$ cat src/common/mbcad_defs.vh
`ifndef MBCAD_DEFS_VH
`define MBCAD_DEFS_VH

// ----------------------------------------------------------------
// Address direction codes
// ----------------------------------------------------------------
`define MBCAD_XY_ROW       2'b00
`define MBCAD_XY_ROW_COL   2'b01
`define MBCAD_XY_COL_ROW   2'b10
`define MBCAD_XY_COL       2'b11

// ----------------------------------------------------------------
// Clock mux styles
// ----------------------------------------------------------------
`define MBCAD_MUX_NONE     2'b00
`define MBCAD_MUX_SYNC     2'b01
`define MBCAD_MUX_GATED    2'b10
`define MBCAD_MUX_GLITCH   2'b11

// ----------------------------------------------------------------
// Test access port variants
// ----------------------------------------------------------------
`define MBCAD_TAP_BASIC    2'b00
`define MBCAD_TAP_PLAIN_IO 2'b01
`define MBCAD_TAP_WRAP     2'b10
`define MBCAD_TAP_BSCAN    2'b11

// External presentation codes
`define MBCAD_EXT_DIRECT   2'b00
`define MBCAD_EXT_BSCAN    2'b01
`define MBCAD_EXT_REDPIN   2'b10

// ----------------------------------------------------------------
// Wishbone register map (byte addresses)
// ----------------------------------------------------------------
`define MBCAD_ADR_CTRL     4'h0
`define MBCAD_ADR_STAT     4'h4
`define MBCAD_ADR_DIAG     4'h8
`define MBCAD_ADR_CFG      4'hc

// Control register fields
`define MBCAD_CTRL_START   0
`define MBCAD_CTRL_XY_LO   1
`define MBCAD_CTRL_XY_HI   2
`define MBCAD_CTRL_DIAG    3
`define MBCAD_CTRL_CLR     4

// Status register fields
`define MBCAD_ST_BUSY      0
`define MBCAD_ST_DONE      1
`define MBCAD_ST_FAIL      2
`define MBCAD_ST_COLPASS   3
`define MBCAD_ST_CKSEL     4

`define MBCAD_RST_XY       2'b00

`endif

$ cat src/rtl/mbcad_top.v
// Added by the designer: the Wishbone register port and the register addresses.
`include "mbcad_defs.vh"

module mbcad_top
#(
	parameter ROW_W       = 4,
	parameter COL_W       = 2,
	parameter NUM_MEM     = 4,
	parameter MEM_ID_W    = 2,
	parameter TIME_W      = 16,
	parameter ADD_COL     = 1,
	parameter DUAL_CLK    = 1,
	parameter CLK_TRACE   = 0,
	parameter MUX_STYLE   = 2'b01,
	parameter DIAG_EN     = 1,
	parameter DIAG_SEQ_SH = 1,
	parameter DIAG_CTR_SH = 0,
	parameter TAP_KIND    = 2'b00
)
(
	// Clock and reset
	input  wire                   clk_i,
	input  wire                   rst_i,
	// Wishbone slave
	input  wire                   cyc_i,
	input  wire                   stb_i,
	input  wire                   we_i,
	input  wire [3:0]             adr_i,
	input  wire [3:0]             sel_i,
	input  wire [31:0]            dat_i,
	output reg  [31:0]            dat_o,
	output wire                   ack_o,
	// Test clocking
	input  wire                   mission_clock_i,
	input  wire                   tester_clock_i,
	input  wire                   clock_select_in_i,
	input  wire                   mux_bypass_port_i,
	output wire                   mem_clk_o,
	// Memory under test
	output reg  [ROW_W-1:0]       mem_row_o,
	output reg  [COL_W-1:0]       mem_col_o,
	output reg  [MEM_ID_W-1:0]    mem_id_o,
	output reg                    mem_en_o,
	input  wire [NUM_MEM-1:0]     mem_fail_i,
	// Access port presentation
	output wire [1:0]             ext_port_o
);

	// ------------------------------------------------------------
	// Configuration checks
	// ------------------------------------------------------------
	// Tracing and dual clocking may not coexist
	localparam DUAL_OK = (DUAL_CLK != 0) && (CLK_TRACE == 0);
	// Column passes need both the option and a real column field
	localparam COL_OK  = (ADD_COL != 0) && (COL_W > 0);
	localparam CTR_SH  = (DIAG_CTR_SH != 0) && (DIAG_SEQ_SH != 0);

	localparam S_IDLE = 4'b0001;
	localparam S_RUN  = 4'b0010;
	localparam S_NEXT = 4'b0100;
	localparam S_DONE = 4'b1000;

	localparam [ROW_W-1:0]    ROW_MAX = {ROW_W{1'b1}};
	localparam [COL_W-1:0]    COL_MAX = {COL_W{1'b1}};
	localparam integer        MEM_LAST = NUM_MEM - 1;
	localparam [MEM_ID_W-1:0] MEM_MAX = MEM_LAST[MEM_ID_W-1:0];

	// Access port presentation
	assign ext_port_o = (TAP_KIND == `MBCAD_TAP_BSCAN) ? `MBCAD_EXT_REDPIN :
		(TAP_KIND == `MBCAD_TAP_WRAP) ? `MBCAD_EXT_BSCAN :
		`MBCAD_EXT_DIRECT;

	// ------------------------------------------------------------
	// Clock selection
	// ------------------------------------------------------------
	reg  sel_s1_r;
	reg  sel_s2_r;
	reg  gf_a_r;
	reg  gf_b_r;
	wire sel_eff;

	// Without dual clocking the select input is ignored
	wire sel_raw = DUAL_OK ? clock_select_in_i : 1'b0;
	wire tclk    = DUAL_OK ? tester_clock_i : mission_clock_i;

	assign sel_eff = (MUX_STYLE == `MBCAD_MUX_SYNC) ? sel_s2_r : sel_raw;

	// Glitch-free: each side enables only after the other drops
	// (modelled on clk_i; a real cell runs on the muxed clocks)
	always @(posedge clk_i)
	begin
		if (rst_i)
		begin
			sel_s1_r <= 1'b0;
			sel_s2_r <= 1'b0;
			gf_a_r   <= 1'b0;
			gf_b_r   <= 1'b0;
		end
		else
		begin
			sel_s1_r <= sel_raw;
			sel_s2_r <= sel_s1_r;
			gf_a_r   <= ~sel_raw & ~gf_b_r;
			gf_b_r   <= sel_raw & ~gf_a_r;
		end
	end

	reg mclk;
	always @*
	begin
		case (MUX_STYLE)
			`MBCAD_MUX_GATED:
				// Gate then OR, one clock per leg
				mclk = (mission_clock_i & ~sel_raw) | (tclk & sel_raw);
			`MBCAD_MUX_GLITCH:
				if (mux_bypass_port_i)
					mclk = mission_clock_i;
				else
					mclk = (mission_clock_i & gf_a_r) | (tclk & gf_b_r);
			default:
				mclk = sel_eff ? tclk : mission_clock_i;
		endcase
	end
	assign mem_clk_o = mclk;

	// ------------------------------------------------------------
	// Wishbone registers
	// ------------------------------------------------------------
	reg  [1:0]           xy_r;
	reg                  diag_on_r;
	reg                  start_r;
	reg                  done_r;
	reg                  fail_r;
	reg  [TIME_W-1:0]    ftime_r;
	reg  [MEM_ID_W-1:0]  fmem_r;
	reg                  ack_r;
	reg  [3:0]           st_r;
	reg                  colpass_r;
	reg  [TIME_W-1:0]    tcnt_r;
	reg  [31:0]          rd_mux;

	assign ack_o = ack_r;
	// Writes land on the edge that samples ack high
	wire wr  = cyc_i & stb_i & we_i & ack_r & sel_i[0];
	wire clr = wr & (adr_i == `MBCAD_ADR_CTRL) & dat_i[`MBCAD_CTRL_CLR];

	always @*
	begin
		case (adr_i)
			`MBCAD_ADR_CTRL:
				rd_mux = {27'h0, 1'b0, diag_on_r, xy_r, 1'b0};
			`MBCAD_ADR_STAT:
				rd_mux = {27'h0, sel_eff, colpass_r, fail_r, done_r,
					~st_r[0]};
			`MBCAD_ADR_DIAG:
				rd_mux = {{(16-MEM_ID_W){1'b0}}, fmem_r,
					ftime_r[15:0]};
			`MBCAD_ADR_CFG:
				rd_mux = {24'h0, TAP_KIND[1:0], CTR_SH[0],
					DIAG_SEQ_SH[0], DIAG_EN[0], DUAL_OK[0],
					COL_OK[0], 1'b0};
			default:
				rd_mux = 32'h0;
		endcase
	end

	always @(posedge clk_i)
	begin
		if (rst_i)
		begin
			xy_r      <= `MBCAD_RST_XY;
			diag_on_r <= 1'b0;
			start_r   <= 1'b0;
			ack_r     <= 1'b0;
			dat_o     <= 32'h0;
		end
		else
		begin
			// One-cycle ack; read data frozen at the taking edge
			ack_r <= cyc_i & stb_i & ~ack_r;
			if (cyc_i & stb_i & ~ack_r)
				dat_o <= rd_mux;
			start_r <= wr & (adr_i == `MBCAD_ADR_CTRL)
				& dat_i[`MBCAD_CTRL_START] & st_r[0];
			// Config only changes while idle; the clock select is sampled in any state
			if (wr & (adr_i == `MBCAD_ADR_CTRL) & st_r[0])
			begin
				xy_r      <= dat_i[`MBCAD_CTRL_XY_HI:`MBCAD_CTRL_XY_LO];
				diag_on_r <= dat_i[`MBCAD_CTRL_DIAG] & (DIAG_EN != 0);
			end
		end
	end

	// ------------------------------------------------------------
	// Pass sequencer
	// ------------------------------------------------------------
	// Without column support every code collapses to a row pass
	function first_col;
		input [1:0] xy;
		begin
			first_col = COL_OK && (xy == `MBCAD_XY_COL ||
				xy == `MBCAD_XY_COL_ROW);
		end
	endfunction

	function two_pass;
		input [1:0] xy;
		begin
			two_pass = COL_OK && (xy == `MBCAD_XY_ROW_COL ||
				xy == `MBCAD_XY_COL_ROW);
		end
	endfunction

	reg  second_r;

	// Row pass: column is the fast index; column pass: row fast
	wire last_addr = (mem_row_o == ROW_MAX) & (mem_col_o == COL_MAX);
	wire last_mem  = (mem_id_o == MEM_MAX);

	always @(posedge clk_i)
	begin
		if (rst_i)
		begin
			st_r      <= S_IDLE;
			colpass_r <= 1'b0;
			second_r  <= 1'b0;
			mem_row_o <= {ROW_W{1'b0}};
			mem_col_o <= {COL_W{1'b0}};
			mem_id_o  <= {MEM_ID_W{1'b0}};
			mem_en_o  <= 1'b0;
			tcnt_r    <= {TIME_W{1'b0}};
			done_r    <= 1'b0;
		end
		else
		begin
			case (st_r)
				S_IDLE:
				begin
					if (clr)
						done_r <= 1'b0;
					if (start_r)
					begin
						st_r      <= S_RUN;
						colpass_r <= first_col(xy_r);
						second_r  <= 1'b0;
						mem_row_o <= {ROW_W{1'b0}};
						mem_col_o <= {COL_W{1'b0}};
						mem_id_o  <= {MEM_ID_W{1'b0}};
						mem_en_o  <= 1'b1;
						tcnt_r    <= {TIME_W{1'b0}};
						done_r    <= 1'b0;
					end
				end
				S_RUN:
				begin
					tcnt_r <= tcnt_r + 1'b1;
					if (last_addr)
					begin
						mem_en_o <= 1'b0;
						st_r     <= S_NEXT;
					end
					else if (colpass_r)
					begin
						// Column pass: step rows inside a column
						mem_row_o <= mem_row_o + 1'b1;
						if (mem_row_o == ROW_MAX)
							mem_col_o <= mem_col_o + 1'b1;
					end
					else
					begin
						mem_col_o <= mem_col_o + 1'b1;
						if (mem_col_o == COL_MAX)
							mem_row_o <= mem_row_o + 1'b1;
					end
				end
				S_NEXT:
				begin
					mem_row_o <= {ROW_W{1'b0}};
					mem_col_o <= {COL_W{1'b0}};
					if (two_pass(xy_r) & ~second_r)
					begin
						second_r  <= 1'b1;
						colpass_r <= ~colpass_r;
						mem_en_o  <= 1'b1;
						st_r      <= S_RUN;
					end
					else if (!last_mem)
					begin
						mem_id_o  <= mem_id_o + 1'b1;
						second_r  <= 1'b0;
						colpass_r <= first_col(xy_r);
						mem_en_o  <= 1'b1;
						st_r      <= S_RUN;
					end
					else
						st_r <= S_DONE;
				end
				S_DONE:
				begin
					done_r <= 1'b1;
					st_r   <= S_IDLE;
				end
				default:
					st_r <= S_IDLE;
			endcase
		end
	end

	// ------------------------------------------------------------
	// Diagnosis capture
	// ------------------------------------------------------------
	// One shared store holds the first failure of all memories;
	// a per-memory store would cost NUM_MEM times the area
	reg  [MEM_ID_W-1:0] fail_idx;
	integer k;

	always @*
	begin
		fail_idx = {MEM_ID_W{1'b0}};
		for (k = NUM_MEM - 1; k >= 0; k = k - 1)
			if (mem_fail_i[k])
				fail_idx = k[MEM_ID_W-1:0];
	end

	wire any_fail = mem_en_o & st_r[1] & (|mem_fail_i);

	always @(posedge clk_i)
	begin
		if (rst_i)
		begin
			fail_r  <= 1'b0;
			ftime_r <= {TIME_W{1'b0}};
			fmem_r  <= {MEM_ID_W{1'b0}};
		end
		else if (any_fail & ~fail_r)
		begin
			// Capture wins over a clear in the same cycle
			fail_r <= 1'b1;
			if (diag_on_r)
			begin
				ftime_r <= tcnt_r;
				fmem_r  <= fail_idx;
			end
		end
		else if (clr | start_r)
			fail_r <= 1'b0;
	end

endmodule

$ cat config.mk
export PLATFORM = sky130hd
export DESIGN_NAME = mbcad_top
export DESIGN_NICKNAME = d
export VERILOG_FILES = /design/src/rtl/mbcad_top.v
export VERILOG_INCLUDE_DIRS = /design/src /design/src/common
export SDC_FILE = /design/constraint.sdc
export NUM_CORES = 1
export LEC_CHECK = 0
export ABC_CLOCK_PERIOD_IN_PS = 1730
export BUFFER_PORTS_ARGS = -buffer_cell sky130_fd_sc_hd__buf_4
export CAP_MARGIN = 40
export CORE_MARGIN = 3
export CORE_UTILIZATION = 47
export CTS_BUF_LIST = sky130_fd_sc_hd__clkbuf_4 sky130_fd_sc_hd__clkbuf_8 sky130_fd_sc_hd__clkbuf_16
export DETAILED_ROUTE_END_ITERATION = 12
export PLACE_DENSITY = 0.87
export SYNTH_ARGS = -nofsm -noshare
export SYNTH_HDL_FRONTEND = slang
export SYNTH_SLANG_ARGS = --single-unit
$ cat constraint.sdc
create_clock -name clk_i -period 1.73 [get_ports clk_i]
set_input_delay 0.2595 -clock clk_i [delete_from_list [all_inputs] [get_ports clk_i]]
set_output_delay 0.2595 -clock clk_i [all_outputs]
set_load 0.02 [all_outputs]
Word-level counts from Yosys, hierarchy flattened

Index checks and enable logic that the tools add are counted.

Register bits after elaboration: 90
Word-level logic and storage cells: 128

Eq/ne operators: 22
Bitwise logic cells: 21
Add/subtract/negate cells: 4
Mux-type cells: 44
Reductions and logical operators: 18

Operators by type and width:

| operator                | number |
|---|---|
| $pmux W18 S4            | 1 |
| $mux W4                 | 8 |
| $pmux W16 S2            | 1 |
| $pmux W4 S3             | 2 |
| $mux W2                 | 10 |
| $add A16 B1 Y16 const B | 1 |
| $eq A4 B4 Y1 const B    | 4 |
| $mux W16                | 1 |
| $reduce_and A4 Y1       | 4 |
| $and A1 B1 Y1           | 15 |
| $mux W1                 | 15 |
| $ne A3 B3 Y1 const B    | 4 |
| $ne A2 B2 Y1 const B    | 5 |
| $eq A2 B2 Y1 const B    | 4 |
| $eq A4 B3 Y1 const B    | 2 |
| $reduce_and A2 Y1       | 4 |
| $reduce_bool A2 Y1      | 4 |
| $pmux W1 S2             | 3 |
| $pmux W2 S3             | 1 |
| $not A1 Y1              | 5 |
| $add A2 B1 Y2 const B   | 2 |
| $add A4 B1 Y4 const B   | 1 |
| $eq A4 B1 Y1 const B    | 1 |
| $eq A4 B2 Y1 const B    | 1 |
| 9 further kinds         | 10 |

Longest topological paths before layout

Depth after elaboration: 9
Gate-level depth with buffers: 7

Least setup slack after synthesis

No wires, ideal clock.

Path kind: reg-to-reg
From: register st_r[3]
To: register tcnt_r[12]
Stages on the path, launching flop included: 6
Setup slack: -0.032 ns
Buffers on the path: 2
Clock period less this slack: 1.762 ns
Data arrival time: 1.688 ns
Cells stage by stage: dfxtp_1 buf_6 or4b_1 buf_2 or4_1 a31oi_1

Cells in the longest elaborated chain, start to end: 3
Elaborated cells on any way between the ends: 6

RTL lines:

| what                                                                       | RTL line        | source |
|---|---|---|
| from (decl)                                                                | mbcad_top.v:137 | `reg [3:0] st_r;` |
| from (signal assigned)                                                     | mbcad_top.v:224 | `st_r <= S_IDLE;` |
| from (signal assigned)                                                     | mbcad_top.v:243 | `st_r <= S_RUN;` |
| from (signal assigned)                                                     | mbcad_top.v:260 | `st_r <= S_NEXT;` |
| $eq A4 B1 Y1 / $eq A4 B2 Y1 (equally long branches)                        | mbcad_top.v:236 | `case (st_r)` |
| $ne A2 B2 Y1 (no source line) / $reduce_bool A2 Y1 (equally long branches) | --              |  |
| $reduce_and A2 Y1 (no source line)                                         | --              |  |
| to (signal assigned)                                                       | mbcad_top.v:231 | `tcnt_r <= {TIME_W{1'b0}};` |
| to (signal assigned)                                                       | mbcad_top.v:250 | `tcnt_r <= {TIME_W{1'b0}};` |
| to (signal assigned)                                                       | mbcad_top.v:256 | `tcnt_r <= tcnt_r + 1'b1;` |
| to (decl)                                                                  | mbcad_top.v:139 | `reg [TIME_W-1:0] tcnt_r;` |

Parallel ways exist; a longest one is shown, timed or not.
A chain may end at the register's enable or synchronous reset.

Final worst setup path

From: register st_r[3]
To: register tcnt_r[6]

Same word-level chain as after synthesis.

==> summary.md <==
| Metric | Value |
|---|---|
| Register area share after synthesis | 43.2% |
| Vias per cell | 5.66 |
| Switching share of power | 24.9% |
| N_diodes | 0 |
| Kind of critical path | reg2reg |
| WL/cell | 14.8 um |
| Worst Setup Start Kind | register |
| XOR/XNOR Fraction of Synth Area | 0.497% |
| Number of buffers created by CTS | 9 |
| Net Sw Power | 771 uW |
| Fin crit share | 97.0% |
| Element type at the critical path end | register |
| Combinational cell fraction of total power | 5.3% |
| Core Region | 7020 um2 |
| H-tree depth | 3 |
| Pint | 2.33 mW |
| Initial antenna violation count | 0 |
| Status | finished clean |
| Clock-pin slew on the worst setup and hold paths | 0.08 ns |
| Vias in the first global route | 3,071 |
| Fin nets | 522 |
| CP delay by family, top | simple AND/OR/NAND/NOR gates |
| Final worst path period need | 1.68 ns |
| Sequential fraction of design power | 56.5% |
| Row count | 30 |
| Ys Warns | 0 |
| Clock share of power | 38.2% |
| Max_cap viols | 0 |
| PortBufs | 50 |
| Longest Clk Path Bufs | 2 |
| Sink Count | 76 |
| Setup Skew | 0.0120 ns |
| Top cell type's share of synthesized area | 43.2% |
| Synth top area cells | dfxtp_1 43%, mux2i_1 7.4%, nor2_1 5.8% |
| First-pass GRT wire length | 13,500 um |
| Antenna Nets Post-Route | 0 |
| Gpl congestion | 0.887 |
| Async S/R FF share, synth | 0% |
| CP max FO | 9 |
| Area Growth Syn to Fin | 21.2% |
| Synth Flop Type | dfxtp_1 |
| Static Leak | 1.84 nW |
| Adder-cell share of the synthesized area | 2.13% |
| Final global-route overflow total | 0 |
| Initial DRC Count | 235 |
| Drt pass-1 iters | 6 |
| Worst-path cell chain | or4b_4 -> buf_4 -> nor3_1 -> nor2_1 -> a311oi_1 |
| Synth Cell Area | 3520 um2 |
| Fmax | 596 MHz |
| Buffers & Inverters on Critical Path | 1 |
| Post-synth EDFFs | 0 |
| Peak VDD IR | 0.293 mV |
| I/O pin cnt | 98 |
| Largest family of logic cells by synthesized area | simple AND/OR/NAND/NOR gates |
| Syn Area/Cell | 8.76 um2 |
| Mux contribution to synthesized area | 7.71% |
| Mapped Cells | 402 |
| Synth Area in Compound Gates | 15.7% |
| Die area | 8570 um2 |
| Routed vias | 3,195 |
| WHS | 0.120 ns |
| Critical-path top delay cell | or4b_4 |
| Ratio of cells with drive above 1 in the final layout | 23.3% |
| Most common cell after layout, fill and taps aside | buf_4 |
| Final core occ | 60.8% |
| Post-Synth Simple-Gate Area | 23.2% |
| Synth Register Bits | 76 |
| Synth cell types | 58 |
| Worst skew pair latency | 0.36 ns |
| WP data required | 1.99 ns |
| TritonCTS clock tree | built |
| Initial Utilization | 50.2% |
| Root buffer cell | clkbuf_8 |
| Max incr delay on CP | 0.52 ns |
| Chip width | 92.6 um |
| # DRC | 0 |
| Slew Viols, Final | 0 |
| Most frequent cells in the layout | 75 x buf_4, 72 x dfxtp_1, 54 x nor2_1 |
| Power per cell area | 727 nW/um2 |
| Final Hold Viols | 0 |
| Largest net degree at the start of global routing | 28 |
| Post-Route WL | 8320 um |
| Hold Buf Count CTS | 0 |
| DP Wirelength | 5890 um |
| Critical Path AT | 1.93 ns |
| Largest area contributor in the netlist | dfxtp_1 |
| Setup violations, final | 0 |
| Total Routing Usage GR | 19.4% |
| Pwr Total | 3.10 mW |
| Fillers | 587 |
| Die height | 92.6 um |
| Min-delay worst type | in2reg |
==> synth_stat cells, types with 4 or more instances <==
cell type,n
a311oi_1,5
a22oi_1,14
nor2_1,54
buf_4,17
or3_1,4
ha_1,6
o21ai_0,9
a31oi_1,7
nand4_1,12
and2_1,4
clkbuf_1,19
nand2_1,29
nand3_1,9
nor3_1,10
a211oi_1,4
inv_1,7
buf_2,4
a21oi_1,19
o2111ai_1,4
nand2b_1,5
and3_1,9
dfxtp_1,76
mux2i_1,26
==> registers in the layout (all words and copies together) (netlist names), 2 cells and up <==
name and cells:
xy_r 2, mem_col_o 2, tcnt_r 16, dat_o 18
ftime_r 16, fmem_r 2, st_r 4, mem_id_o 2
mem_row_o 4
==> per-layer routing <==
layer	vias to the layer above	global-route usage [%]	share of wire [%]
met2	118	33.0	49
met1	1513	23.0	42
met5	-	0	0
met4	0	9.65	2.2
li1	1548	-	-
met3	16	4.14	6.8
==> timing repair <==
| item | in CTS | in global routing |
|---|---|---|
| gates resized for setup | 2 | 11 |
| pin swaps | 0 | 5 |
| setup buffers | 0 | 2 |
| setup endpoints to repair | 5 | 17 |
==> cell families after synthesis <==
logic type / count (synthesis)
simple gates: 160
compound gates: 80
flops: 76
buf+inv: 50
mux: 27
fa+ha+maj: 6
xor+xnor: 2
other cells: 1
==> power by group through the flow <==
stage | clock network [mW] | logic, mW | registers, mW
after global placement | 0 | 0.157 | 1.80
after detailed placement | 0 | 0.162 | 1.80
after floorplan | 0 | 0.117 | 1.80
after CTS | 1.21 | 0.163 | 1.75
final | 1.18 | 0.164 | 1.75
after global routing | 1.28 | 0.179 | 1.75
==> per-stage QoR <==
stage / cell area (um2) / setup WS, ns / std cells / setup TNS [ns]
global placement: 4050 / 0.0196 / 546 / 0
global route: 4270 / -0.0114 / 564 / -0.0114
finish: 4270 / 0.0521 / 564 / 0
CTS: 4230 / 0.0116 / 562 / 0
detailed placement: 4050 / -0.0462 / 546 / -0.117
floorplan: 3580 / 0.0143 / 417 / 0
==> path summary, 6_finish.rpt <==
check	from	to	slack, ns	cells after the start
setup / recovery	st_r[3]	tcnt_r[6]	0.05	5
hold / removal	clock_select_in_i	sel_s1_r	0.12	2
setup reg to reg	st_r[3]	tcnt_r[6]	0.05	5
hold reg to reg	sel_s1_r	sel_eff	0.45	1
==> final cells by class <==
cell class | instances | area, um2 | area share [%]
flip-flops and latches | 76 | 1530 | 35.8
inverters | 8 | 30.0 | 0.704
clock inverters | 7 | 51.3 | 1.20
repair buffers | 77 | 594 | 13.9
multi-input cells | 291 | 1820 | 42.6
well taps | 96 | 120 | 2.81
clock buffers | 9 | 124 | 2.90
(Power assumes the default switching activity.)
